==> src/hw/caw_pkg.sv <==
// Purpose: shared types and constants of the core alu and working register
// Assumes: one ref_clk cycle per phase, four phases per instruction cycle
// Notes: flag struct bit order matches the low three status bits
//
// Overview of operation
// - 8-bit alu: add, subtract, shift, logic
// - arithmetic is two's complement
// - two operands: working reg plus file or literal
// - one operand: working reg or file register
// - working reg 8 bits, never data-addressable
// - flags updated only by instructions affecting them
// - subtract: carry and nibble flag mean no-borrow
// - 14-bit instruction fetched in one cycle
// - fetch overlaps execute; non-branches take one cycle (taken skips and pc writes also flush and take two)
// - any operation on any file register
// - results written to special registers, pc included
// - direct and indirect file addressing supported
// - pc change takes two cycles, prefetch discarded
// - operand read phase_two, result written phase_four
package caw_pkg;

  // data path and instruction widths
  localparam int DATA_W = 8;
  localparam int INSTR_W = 14;
  localparam int TARGET_W = 11;

  // file address that selects indirect access through the pointer
  localparam logic [6:0] ADDR_INDIRECT = 7'h00;
  // file address of the program counter low byte
  localparam logic [6:0] ADDR_PC_LOW = 7'h02;

  // reset values
  localparam logic [7:0] W_RESET = 8'h00;
  localparam logic [13:0] INSTR_RESET = 14'h0000;

  // phases of one instruction cycle
  typedef enum logic [1:0] {
    PH_ONE = 2'b00,
    PH_TWO = 2'b01,
    PH_THREE = 2'b10,
    PH_FOUR = 2'b11
  } caw_phase_t;

  // alu operations
  typedef enum logic [4:0] {
    OP_ADD = 5'h00,
    OP_SUB = 5'h01,
    OP_AND = 5'h02,
    OP_IOR = 5'h03,
    OP_XOR = 5'h04,
    OP_COM = 5'h05,
    OP_INC = 5'h06,
    OP_DEC = 5'h07,
    OP_RRF = 5'h08,
    OP_RLF = 5'h09,
    OP_SWAP = 5'h0a,
    OP_PASSA = 5'h0b,
    OP_PASSB = 5'h0c,
    OP_CLR = 5'h0d,
    OP_BCLR = 5'h0e,
    OP_BSET = 5'h0f,
    OP_BTST = 5'h10
  } caw_op_t;

  // kind of program counter change requested at phase_four
  typedef enum logic [2:0] {
    BR_GOTO = 3'h0,
    BR_CALL = 3'h1,
    BR_RET = 3'h2,
    BR_RETLW = 3'h3,
    BR_RETFIE = 3'h4,
    BR_PCWRITE = 3'h5,
    BR_SKIP = 3'h6
  } caw_br_t;

  // status flags, bit 0 zero, bit 1 nibble carry, bit 2 carry
  typedef struct packed {
    logic c;
    logic nibble_overflow_out;
    logic z;
  } caw_flags_t;

  // flag update towards the status register
  typedef struct packed {
    caw_flags_t mask;
    caw_flags_t val;
  } caw_flag_upd_t;

  // data memory request
  typedef struct packed {
    logic [7:0] addr;
    logic [7:0] wdata;
    logic rd;
    logic wr;
  } caw_dmem_req_t;

  // branch request towards the program counter
  typedef struct packed {
    logic req;
    caw_br_t kind;
    logic [10:0] target;
  } caw_branch_t;

  // decoded control of one instruction
  typedef struct packed {
    caw_op_t op;
    logic lit;
    logic rd_f;
    logic wr_f;
    logic wr_w;
    caw_flags_t aff;
    logic skz;
    logic sknz;
    logic br_en;
    caw_br_t br;
  } caw_ctl_t;

endpackage : caw_pkg

==> src/hw/caw_phase.sv <==
// Purpose: four-phase sequencer of the instruction cycle
// Assumes: ref_clk at 10 MHz, one phase per clock
// Notes: starts at phase one out of reset
`timescale 1ns/1ps
module caw_phase (
  // clock and reset
  input wire logic ref_clk,
  input wire logic nrst,
  // current phase
  output caw_pkg::caw_phase_t phase
);
  import caw_pkg::*;

  caw_phase_t phase_ff; // running phase
  caw_phase_t nxt_phase;

  // wraps from phase four back to phase one
  assign nxt_phase = caw_phase_t'(phase_ff + 2'h1);
  assign phase = phase_ff;

  // phase register
  always_ff @(posedge ref_clk or negedge nrst) begin
    if (!nrst) begin
      phase_ff <= PH_ONE;
    end else begin
      phase_ff <= nxt_phase;
    end
  end

endmodule : caw_phase

==> src/hw/caw_alu.sv <==
// Purpose: 8-bit combinational alu with flag values
// Assumes: caller decides which flags are stored
// Notes: subtract forms b minus a as b plus not a plus one
`timescale 1ns/1ps
module caw_alu (
  // operands
  input wire logic [7:0] opa,
  input wire logic [7:0] opb,
  input wire logic cin,
  // operation
  input wire caw_pkg::caw_op_t op,
  input wire logic [2:0] bit_sel,
  // results
  output logic [7:0] res,
  output caw_pkg::caw_flags_t flg
);
  import caw_pkg::*;

  wire is_sub; // subtract selects inverted addend and carry-in
  wire [7:0] addend;
  wire [8:0] sum; // full sum with carry out of bit 7
  wire [4:0] nib_sum; // low nibble sum with carry out of bit 3
  wire [7:0] bmask; // one-hot bit mask for bit operations
  wire is_rot;

  assign is_sub = (op == OP_SUB);
  // two's complement subtract: no borrow shows as carry set
  assign addend = is_sub ? ~opa : opa;
  assign sum = {1'h0, opb} + {1'h0, addend} + {8'h00, is_sub};
  assign nib_sum = {1'h0, opb[3:0]} + {1'h0, addend[3:0]}
                 + {4'h0, is_sub};
  assign bmask = 8'h01 << bit_sel;
  assign is_rot = (op == OP_RRF) || (op == OP_RLF);

  // result selection
  always_comb begin
    case (op)
      OP_ADD, OP_SUB: res = sum[7:0];
      OP_AND: res = opa & opb;
      OP_IOR: res = opa | opb;
      OP_XOR: res = opa ^ opb;
      OP_COM: res = ~opb;
      OP_INC: res = opb + 8'h01;
      OP_DEC: res = opb - 8'h01;
      OP_RRF: res = {cin, opb[7:1]};
      OP_RLF: res = {opb[6:0], cin};
      OP_SWAP: res = {opb[3:0], opb[7:4]};
      OP_PASSA: res = opa;
      OP_PASSB: res = opb;
      OP_BCLR: res = opb & ~bmask;
      OP_BSET: res = opb | bmask;
      OP_BTST: res = opb & bmask; // zero when tested bit clear
      default: res = 8'h00; // clear
    endcase
  end

  // flag values; rotates move the shifted-out bit into carry
  assign flg.c = is_rot ? ((op == OP_RRF) ? opb[0] : opb[7]) : sum[8];
  assign flg.nibble_overflow_out = nib_sum[4];
  assign flg.z = (res == 8'h00);

endmodule : caw_alu

==> src/hw/caw_core.sv <==
// Purpose: working register, operand path and flag update of the core
// Assumes: program counter, stack and file registers live outside
// Notes: one instruction cycle is four ref_clk cycles
`timescale 1ns/1ps
module caw_core (
  // clock and reset
  input wire logic ref_clk,
  input wire logic nrst,
  // program memory fetch
  input wire logic [13:0] prog_instr,
  output logic fetch_stb,
  // data memory file
  input wire logic [7:0] dmem_rdata,
  output caw_pkg::caw_dmem_req_t dmem_req,
  // status register and pointer
  input wire caw_pkg::caw_flags_t stat_flags,
  input wire logic bank_sel,
  input wire logic [7:0] fsr_val,
  output caw_pkg::caw_flag_upd_t flag_upd,
  // program counter control
  output caw_pkg::caw_branch_t branch,
  // observation
  output caw_pkg::caw_phase_t phase,
  output logic [7:0] w_out
);
  import caw_pkg::*;

  // full instruction decode into control fields
  function automatic caw_ctl_t decode(input logic [13:0] i);
    caw_ctl_t c;
    logic d;
    c = '0;
    c.op = OP_PASSB;
    c.br = BR_SKIP;
    d = i[7];
    case (i[13:12])
      2'b00: begin
        // byte-oriented file ops, destination by d
        c.rd_f = 1'h1;
        c.wr_f = d;
        c.wr_w = ~d;
        case (i[11:8])
          4'h0: begin
            c.rd_f = 1'h0;
            c.wr_w = 1'h0;
            c.op = OP_PASSA; // store working register to file
            if (!d && i[6:0] == 7'h08) begin
              c.br_en = 1'h1;
              c.br = BR_RET;
            end else if (!d && i[6:0] == 7'h09) begin
              c.br_en = 1'h1;
              c.br = BR_RETFIE;
            end
          end
          4'h1: begin
            c.rd_f = 1'h0;
            c.op = OP_CLR; // clear file or working register
            c.aff.z = 1'h1;
          end
          4'h2: begin
            c.op = OP_SUB;
            c.aff = 3'h7;
          end
          4'h3: begin
            c.op = OP_DEC;
            c.aff.z = 1'h1;
          end
          4'h4: begin
            c.op = OP_IOR;
            c.aff.z = 1'h1;
          end
          4'h5: begin
            c.op = OP_AND;
            c.aff.z = 1'h1;
          end
          4'h6: begin
            c.op = OP_XOR;
            c.aff.z = 1'h1;
          end
          4'h7: begin
            c.op = OP_ADD;
            c.aff = 3'h7;
          end
          4'h8: begin
            c.op = OP_PASSB;
            c.aff.z = 1'h1;
          end
          4'h9: begin
            c.op = OP_COM;
            c.aff.z = 1'h1;
          end
          4'ha: begin
            c.op = OP_INC;
            c.aff.z = 1'h1;
          end
          4'hb: begin
            c.op = OP_DEC; // decrement, skip if zero
            c.skz = 1'h1;
          end
          4'hc: begin
            c.op = OP_RRF;
            c.aff.c = 1'h1;
          end
          4'hd: begin
            c.op = OP_RLF;
            c.aff.c = 1'h1;
          end
          4'he: c.op = OP_SWAP;
          default: begin
            c.op = OP_INC; // increment, skip if zero
            c.skz = 1'h1;
          end
        endcase
      end
      2'b01: begin
        // bit-oriented file ops
        c.rd_f = 1'h1;
        case (i[11:10])
          2'b00: begin
            c.op = OP_BCLR;
            c.wr_f = 1'h1;
          end
          2'b01: begin
            c.op = OP_BSET;
            c.wr_f = 1'h1;
          end
          2'b10: begin
            c.op = OP_BTST; // skip when bit clear
            c.skz = 1'h1;
          end
          default: begin
            c.op = OP_BTST; // skip when bit set
            c.sknz = 1'h1;
          end
        endcase
      end
      2'b10: begin
        c.br_en = 1'h1;
        c.br = i[11] ? BR_GOTO : BR_CALL;
      end
      default: begin
        // literal ops, result to working register except for the unused logic code
        c.lit = 1'h1;
        c.wr_w = 1'h1;
        case (i[11:10])
          2'b00: c.op = OP_PASSB;
          2'b01: begin
            c.op = OP_PASSB;
            c.br_en = 1'h1;
            c.br = BR_RETLW;
          end
          2'b10: begin
            c.aff.z = 1'h1;
            case (i[9:8])
              2'b00: c.op = OP_IOR;
              2'b01: c.op = OP_AND;
              2'b10: c.op = OP_XOR;
              default: begin
                c.wr_w = 1'h0; // unused code acts as no operation
                c.aff = 3'h0;
              end
            endcase
          end
          default: begin
            c.op = i[9] ? OP_ADD : OP_SUB;
            c.aff = 3'h7;
          end
        endcase
      end
    endcase
    return c;
  endfunction : decode

  logic [13:0] ir_ff; // instruction register
  logic irv_ff; // instruction register holds a live instruction
  logic [7:0] addr_ff; // resolved file address
  logic [7:0] opnd_ff; // file operand read in phase_two
  logic [7:0] res_ff; // alu result held to phase_four
  caw_flags_t flg_ff; // flag values held to phase_four
  logic [7:0] w_ff; // working register, no file address reaches it
  logic [13:0] nxt_ir;
  logic nxt_irv;
  logic [7:0] nxt_addr;
  logic [7:0] nxt_w;

  caw_ctl_t ctl; // control of the executing instruction
  wire ph1;
  wire ph2;
  wire ph3;
  wire ph4;
  wire [7:0] opb; // second operand, file or literal
  wire [7:0] alu_res;
  caw_flags_t alu_flg;
  wire exec4; // live instruction finishing this cycle
  wire pc_hit; // result lands on the program counter low byte
  wire skip_hit; // skip condition met
  wire flush; // discard the prefetched instruction

  // phase sequencer
  caw_phase u_phase (
    .ref_clk(ref_clk),
    .nrst(nrst),
    .phase(phase)
  );

  // arithmetic and logic unit
  caw_alu u_alu (
    .opa(w_ff),
    .opb(opb),
    .cin(stat_flags.c),
    .op(ctl.op),
    .bit_sel(ir_ff[9:7]),
    .res(alu_res),
    .flg(alu_flg)
  );

  // phase decode
  assign ph1 = (phase == PH_ONE);
  assign ph2 = (phase == PH_TWO);
  assign ph3 = (phase == PH_THREE);
  assign ph4 = (phase == PH_FOUR);

  assign ctl = decode(ir_ff);
  assign opb = ctl.lit ? ir_ff[7:0] : opnd_ff;
  assign exec4 = ph4 && irv_ff;

  // writes to the pc byte change program flow like a branch
  assign pc_hit = ctl.wr_f && (addr_ff[6:0] == ADDR_PC_LOW);
  assign skip_hit = (ctl.skz && flg_ff.z) || (ctl.sknz && !flg_ff.z);
  assign flush = exec4 && (ctl.br_en || pc_hit || skip_hit);

  // indirect access when the file field names the indirect slot;
  // direct access adds the bank select as the top address bit
  assign nxt_addr = (ir_ff[6:0] == ADDR_INDIRECT) ? fsr_val
                  : {bank_sel, ir_ff[6:0]};

  // fetch lands at phase_four; a flushed slot becomes a bubble
  assign nxt_ir = ph4 ? prog_instr : ir_ff;
  assign nxt_irv = ph4 ? !flush : irv_ff;

  // working register takes the result only at phase_four
  assign nxt_w = (exec4 && ctl.wr_w) ? res_ff : w_ff;

  // fetch strobe, one ref_clk cycle per instruction cycle
  assign fetch_stb = ph4;

  // file access: read in phase_two, write in phase_four
  assign dmem_req.addr = addr_ff;
  assign dmem_req.wdata = res_ff;
  assign dmem_req.rd = ph2 && irv_ff && ctl.rd_f;
  assign dmem_req.wr = exec4 && ctl.wr_f;

  // only flags the instruction defines are offered for update
  assign flag_upd.mask = exec4 ? ctl.aff : 3'h0;
  assign flag_upd.val = flg_ff;

  // branch request; skip and pc writes flush like branches
  assign branch.req = flush;
  assign branch.kind = ctl.br_en ? ctl.br
                     : (pc_hit ? BR_PCWRITE : BR_SKIP);
  assign branch.target = ir_ff[10:0];

  assign w_out = w_ff;

  // instruction register and its valid bit
  always_ff @(posedge ref_clk or negedge nrst) begin
    if (!nrst) begin
      ir_ff <= INSTR_RESET;
      irv_ff <= 1'h0; // first cycle after reset executes nothing
    end else begin
      ir_ff <= nxt_ir;
      irv_ff <= nxt_irv;
    end
  end

  // address resolve in phase_one; pointer sampled here, so a
  // pointer write by the previous instruction is already seen
  always_ff @(posedge ref_clk or negedge nrst) begin
    if (!nrst) begin
      addr_ff <= 8'h00;
    end else if (ph1) begin
      addr_ff <= nxt_addr;
    end
  end

  // operand capture at the end of phase_two
  always_ff @(posedge ref_clk or negedge nrst) begin
    if (!nrst) begin
      opnd_ff <= 8'h00;
    end else if (ph2) begin
      opnd_ff <= dmem_rdata;
    end
  end

  // alu result and flags held in phase_three
  always_ff @(posedge ref_clk or negedge nrst) begin
    if (!nrst) begin
      res_ff <= 8'h00;
      flg_ff <= 3'h0;
    end else if (ph3) begin
      res_ff <= alu_res;
      flg_ff <= alu_flg;
    end
  end

  // working register
  always_ff @(posedge ref_clk or negedge nrst) begin
    if (!nrst) begin
      w_ff <= W_RESET;
    end else begin
      w_ff <= nxt_w;
    end
  end

endmodule : caw_core

==> config.mk <==
export PLATFORM = sky130hd
export DESIGN_NAME = caw_core
export DESIGN_NICKNAME = d
export VERILOG_FILES = /design/src/hw/caw_pkg.sv /design/src/hw/caw_phase.sv /design/src/hw/caw_alu.sv /design/src/hw/caw_core.sv
export SDC_FILE = /design/constraint.sdc
export NUM_CORES = 1
export LEC_CHECK = 0
export BUFFER_PORTS_ARGS = -buffer_cell sky130_fd_sc_hd__buf_2
export CAP_MARGIN = 10
export CELL_PAD_IN_SITES_DETAIL_PLACEMENT = 1
export CELL_PAD_IN_SITES_GLOBAL_PLACEMENT = 2
export CORE_UTILIZATION = 36
export CTS_CLUSTER_DIAMETER = 100
export CTS_CLUSTER_SIZE = 8
export DETAILED_ROUTE_END_ITERATION = 8
export GPL_TIMING_DRIVEN = 0
export PLACE_DENSITY = 0.89
export SLEW_MARGIN = 20
export SYNTH_ARGS = -nofsm -noshare
export SYNTH_HDL_FRONTEND = slang
export SYNTH_SLANG_ARGS = --single-unit
==> constraint.sdc <==
create_clock -name ref_clk -period 5.45 [get_ports ref_clk]
set_input_delay 0.2725 -clock ref_clk [delete_from_list [all_inputs] [get_ports ref_clk]]
set_output_delay 0.2725 -clock ref_clk [all_outputs]
set_load 0.02 [all_outputs]
==> flow_summary.json <==
{
  "run_status": "complete, but fails checks",
  "violations_in_the_final_reports": "DRC",
  "antenna_found_initial": 0,
  "setup_cp_type": "register to register",
  "grt_start_max_net_pins": 53,
  "std_cell_rows": 39,
  "cellPowerDensity_mw_per_mm2": 286,
  "cp_slowest_stage_delay_ns": 0.73,
  "portBuffers": 83,
  "synth_fp_nets": 564,
  "cts.root.buffer_cell": "sky130_fd_sc_hd__clkbuf_16",
  "r2r_end": "res_ff[7]",
  "number_of_flops_mapped_to_enable_cells_by_yosys": 0,
  "cts_tree": "done",
  "clk_path_buf_depth": 2,
  "wl_per_cell_um": 22.4,
  "synth_cells": 508,
  "hold_violations": 0,
  "design.portCount": 86,
  "gpl.final_weighted_congestion": 0.951,
  "first_global_vias": 4435,
  "cp.buffers_inverters": 3,
  "initial_utilization_pct": 37.6,
  "hold_class": "input port to async pin",
  "chipHeight_um": 112,
  "worst_setup_hold_path_clk_slew_ns": 0.07,
  "timing.max_cap.violations": 0,
  "final_layout_size_suffix_gt1_share_pct": 26.8,
  "avgViaCountPerCell": 6.12,
  "nNetsFinal": 654,
  "firstDrtPassIters": 9,
  "most_frequent_cell_on_the_critical_path": "sky130_fd_sc_hd__a21oi_1",
  "clock_latency_ns": 0.29,
  "timing.critical_path.from": "ir_ff[13]",
  "cp_endpoint": "res_ff[7]",
  "leakagePower_uw": 0.00227,
  "hold_fix_buffer_count_after_cts": 0,
  "final.period_utilization_pct": 76.5,
  "worst_ep_arrival_time_ns": 4.35,
  "required_ns": 5.63,
  "synthTopCellsByArea": "sky130_fd_sc_hd__dfrtp_1, sky130_fd_sc_hd__mux2_2, sky130_fd_sc_hd__a21oi_1",
  "post_synthesis_to_final_layout_area_growth_pct": 18.1,
  "fp.dieArea_mm2": 0.0126,
  "antenna_left": 0,
  "post_synth.cell_area_avg_um2": 8.60,
  "final-max-slew-violation-count": 0,
  "syn_area_mm2": 0.00437,
  "max_slew_headroom_at_the_worst_pin_pct": 20.4,
  "synth.yosys.warnings": 0,
  "crit_slowest_cell": "sky130_fd_sc_hd__nor2_1",
  "asr_flop_ratio_synth_pct": 100,
  "cts-resized-gates": 0,
  "power.ir.vdd_worst_v": 0.000198,
  "detailed_route_drc_error_count": 1,
  "antenna_cells": 0,
  "yosysTopAreaCell": "sky130_fd_sc_hd__dfrtp_1",
  "cts_bufs_inserted": 5,
  "initialDrtViolationCount": 342,
  "seq_cells_post_synth": 52,
  "worst-slew-pin-transition_ns": 1.18,
  "rrSetupSlack_ns": 1.28,
  "regToRegStartpoint": "ir_ff[13]",
  "finClkSkew_ns": 0.00457,
  "timing.critical_path.depth": 14,
  "worstPathCellList": "buf_2 > buf_6 > clkinv_1 > nand2_1 > nor2_1 > ha_1 > or2_2 > a21oi_1 > a21oi_1 > a2111oi_0 > a21oi_1 > xnor2_1 > o221ai_1 > mux2_2",
  "fillerInstances": 1419,
  "hpwl_dp_mm": 12.9,
  "critPathLaunchType": "register",
  "timing.final.setup_violations": 0,
  "crit_fanout": 10,
  "gr-usage-all-layers_pct": 26.7,
  "postRouteWirelength_mm": 16.6,
  "synthDistinctLibCells": 78,
  "synth.top_cell.area_share_pct": 29.8,
  "finalPower_uw": 1470,
  "first_pass_grt_wire_length_mm": 25.7,
  "die_w_um": 112,
  "endpoint_kind": "register",
  "core-area_mm2": 0.0116,
  "postCtsSetupRepairBufs": 0,
  "fmaxAchievable_mhz": 240,
  "grt_setup_unrepaired": "false",
  "yosys_most_used_dff": "sky130_fd_sc_hd__dfrtp_1",
  "globalRouteOverflowTotal": 0,
  "clock-sinks": 52,
  "dr_total_vias": 4536,
  "worst-r2r-cell-count": 14,
  "number_of_levels_in_the_clock_h_tree": 2,
  "synth.yosys.seq_area_share_pct": 29.8,
  "min_tclk_post_route_ns": 4.17,
  "fin_tns_setup_ns": 0,
  "crit_family": "simple AND/OR/NAND/NOR gates"
}
[cell usage after synthesis (3+ instances only)]
| cell | count |
|---|---|
| sky130_fd_sc_hd__dfrtp_1 | 52 |
| sky130_fd_sc_hd__a21oi_1 | 51 |
| sky130_fd_sc_hd__nor2_1 | 48 |
| sky130_fd_sc_hd__nand2_1 | 34 |
| sky130_fd_sc_hd__mux2_2 | 31 |
| sky130_fd_sc_hd__o21ai_0 | 28 |
| sky130_fd_sc_hd__ha_1 | 18 |
| sky130_fd_sc_hd__inv_1 | 18 |
| sky130_fd_sc_hd__clkbuf_1 | 14 |
| sky130_fd_sc_hd__xor2_1 | 14 |
| sky130_fd_sc_hd__buf_4 | 12 |
| sky130_fd_sc_hd__nor3_1 | 11 |
| sky130_fd_sc_hd__buf_2 | 8 |
| sky130_fd_sc_hd__nand2b_1 | 8 |
| sky130_fd_sc_hd__nand3_1 | 8 |
| sky130_fd_sc_hd__a211oi_1 | 7 |
| sky130_fd_sc_hd__mux2i_1 | 7 |
| sky130_fd_sc_hd__o31ai_1 | 7 |
| sky130_fd_sc_hd__a221oi_1 | 5 |
| sky130_fd_sc_hd__a31oi_1 | 5 |
| sky130_fd_sc_hd__a32oi_1 | 5 |
| sky130_fd_sc_hd__nand4_1 | 5 |
| sky130_fd_sc_hd__nor2b_1 | 5 |
| sky130_fd_sc_hd__o211ai_1 | 5 |
| sky130_fd_sc_hd__xnor2_1 | 5 |
| sky130_fd_sc_hd__and3_1 | 4 |
| sky130_fd_sc_hd__buf_6 | 4 |
| sky130_fd_sc_hd__nand3b_1 | 4 |
| sky130_fd_sc_hd__o21a_1 | 4 |
| sky130_fd_sc_hd__o22ai_1 | 4 |
| sky130_fd_sc_hd__or2_2 | 4 |
| sky130_fd_sc_hd__a2111oi_0 | 3 |
| sky130_fd_sc_hd__a21o_1 | 3 |
| sky130_fd_sc_hd__and2_1 | 3 |
| sky130_fd_sc_hd__o2111ai_1 | 3 |
| sky130_fd_sc_hd__or4_1 | 3 |
[area by class of cell]
type / count / area (um^2) / share of cell area (%)
tap: 143 / 179 / 3.47
buffer: 40 / 236 / 4.59
sequential: 52 / 1300 / 25.2
multi-input combinational: 396 / 2760 / 53.6
clock inverter: 2 / 60.1 / 1.16
clock buffer: 5 / 125 / 2.43
timing repair buffer: 83 / 418 / 8.10
inverter: 20 / 75.1 / 1.46
[worst min path at each step]
stage | end | slack [ns] | depth (start not counted)
after floorplan | addr_ff[0] | -0.02 | 0
after CTS | addr_ff[6] | 0.04 | 1
final | addr_ff[6] | 0.01 | 1
after global routing | addr_ff[6] | 0.07 | 1
after detailed placement | addr_ff[6] | 0.35 | 1
after global placement | opnd_ff[3] | 0.49 | 3
[state kept, by name (all words and copies together), names as in the netlist]
register       count
irv_ff             1
opnd_ff            8
ir_ff             14
flag_upd           3
w_out              8
res_ff             8
addr_ff            8
u_phase.phase      2
[cell families after synthesis]
logic type               synth area share (%)
multiplexers                             9.94
AND/OR/NAND/NOR                          19.0
XOR/XNOR                                 3.81
flip-flops                               29.8
buffers and inverters                    7.13
AO/OA/AOI/OAI                            24.2
adder cells (fa/ha/maj)                  6.07
[layer usage]
metal	wire length, um	track usage [%]	share of wire (%)	vias to the layer above
met5	0	0	0	-
met4	389	7.73	2.3	0
met3	1190	3.24	7.1	29
met2	7760	43.4	47	178
met1	7240	37.3	44	2275
li1	-	-	-	2054
[where the power goes]
| group | switching, uW | internal, uW | total [uW] | leakage (uW) |
|---|---|---|---|---|
| combinational | 340 | 221 | 561 | 0.00156 |
| sequential | 75.9 | 437 | 513 | 0.000616 |
| clock | 139 | 261 | 399 | 0.0000899 |
[metrics by stage]
stage                     worst slack [ns]  instance area [um^2]  hold WS (ns)  utilization, %  std cells
after floorplan                       2.10                  4370       -0.0231               -        508
after global placement                1.39                  4960         0.488            42.7        734
after detailed placement              1.33                  4970         0.350            42.8        734
final                                 1.28                  5160        0.0125            44.4        741
after global routing                 0.968                  5160        0.0685            44.4        741
after CTS                             1.32                  5160        0.0373            44.4        741
[cell usage in the layout, fill, tap and decap left out, drive strengths merged, types with 4 or more instances in the layout]
| cell type | synthesis | layout |
|---|---|---|
| nand2 | 35 | 35 |
| nor2b | 5 | 5 |
| nor2 | 48 | 48 |
| ha | 18 | 18 |
| o21ai | 29 | 29 |
| xnor2 | 5 | 5 |
| o22ai | 4 | 4 |
| or2 | 5 | 5 |
| dfrtp | 52 | 52 |
| mux2i | 7 | 7 |
| and3 | 4 | 4 |
| nand3 | 8 | 8 |
| buf | 25 | 108 |
| inv | 18 | 18 |
| o31ai | 7 | 7 |
| a21oi | 51 | 51 |
| a221oi | 6 | 6 |
| o21a | 4 | 4 |
| a31oi | 5 | 5 |
| a211oi | 7 | 7 |
| nand4 | 5 | 5 |
| mux2 | 32 | 32 |
| nand2b | 8 | 8 |
| clkbuf | 15 | 20 |
| o211ai | 5 | 5 |
| a32oi | 5 | 5 |
| nand3b | 4 | 4 |
| nor3 | 11 | 11 |
| xor2 | 14 | 14 |
[worst register-to-register path, delay by kind of cell (launching register included)]
kind,cells,cell delay (ns)
AOI/OAI and AO/OA,5,1.04
xor gates and xnor gates,1,0.21
adders and majority gates,1,0.44
buffers and inverters,3,0.53
DFF,1,0.35
muxes,1,0.34
and+or+nand+nor,3,1.16
No activity file was read; power rests on OpenSTA's default activity.
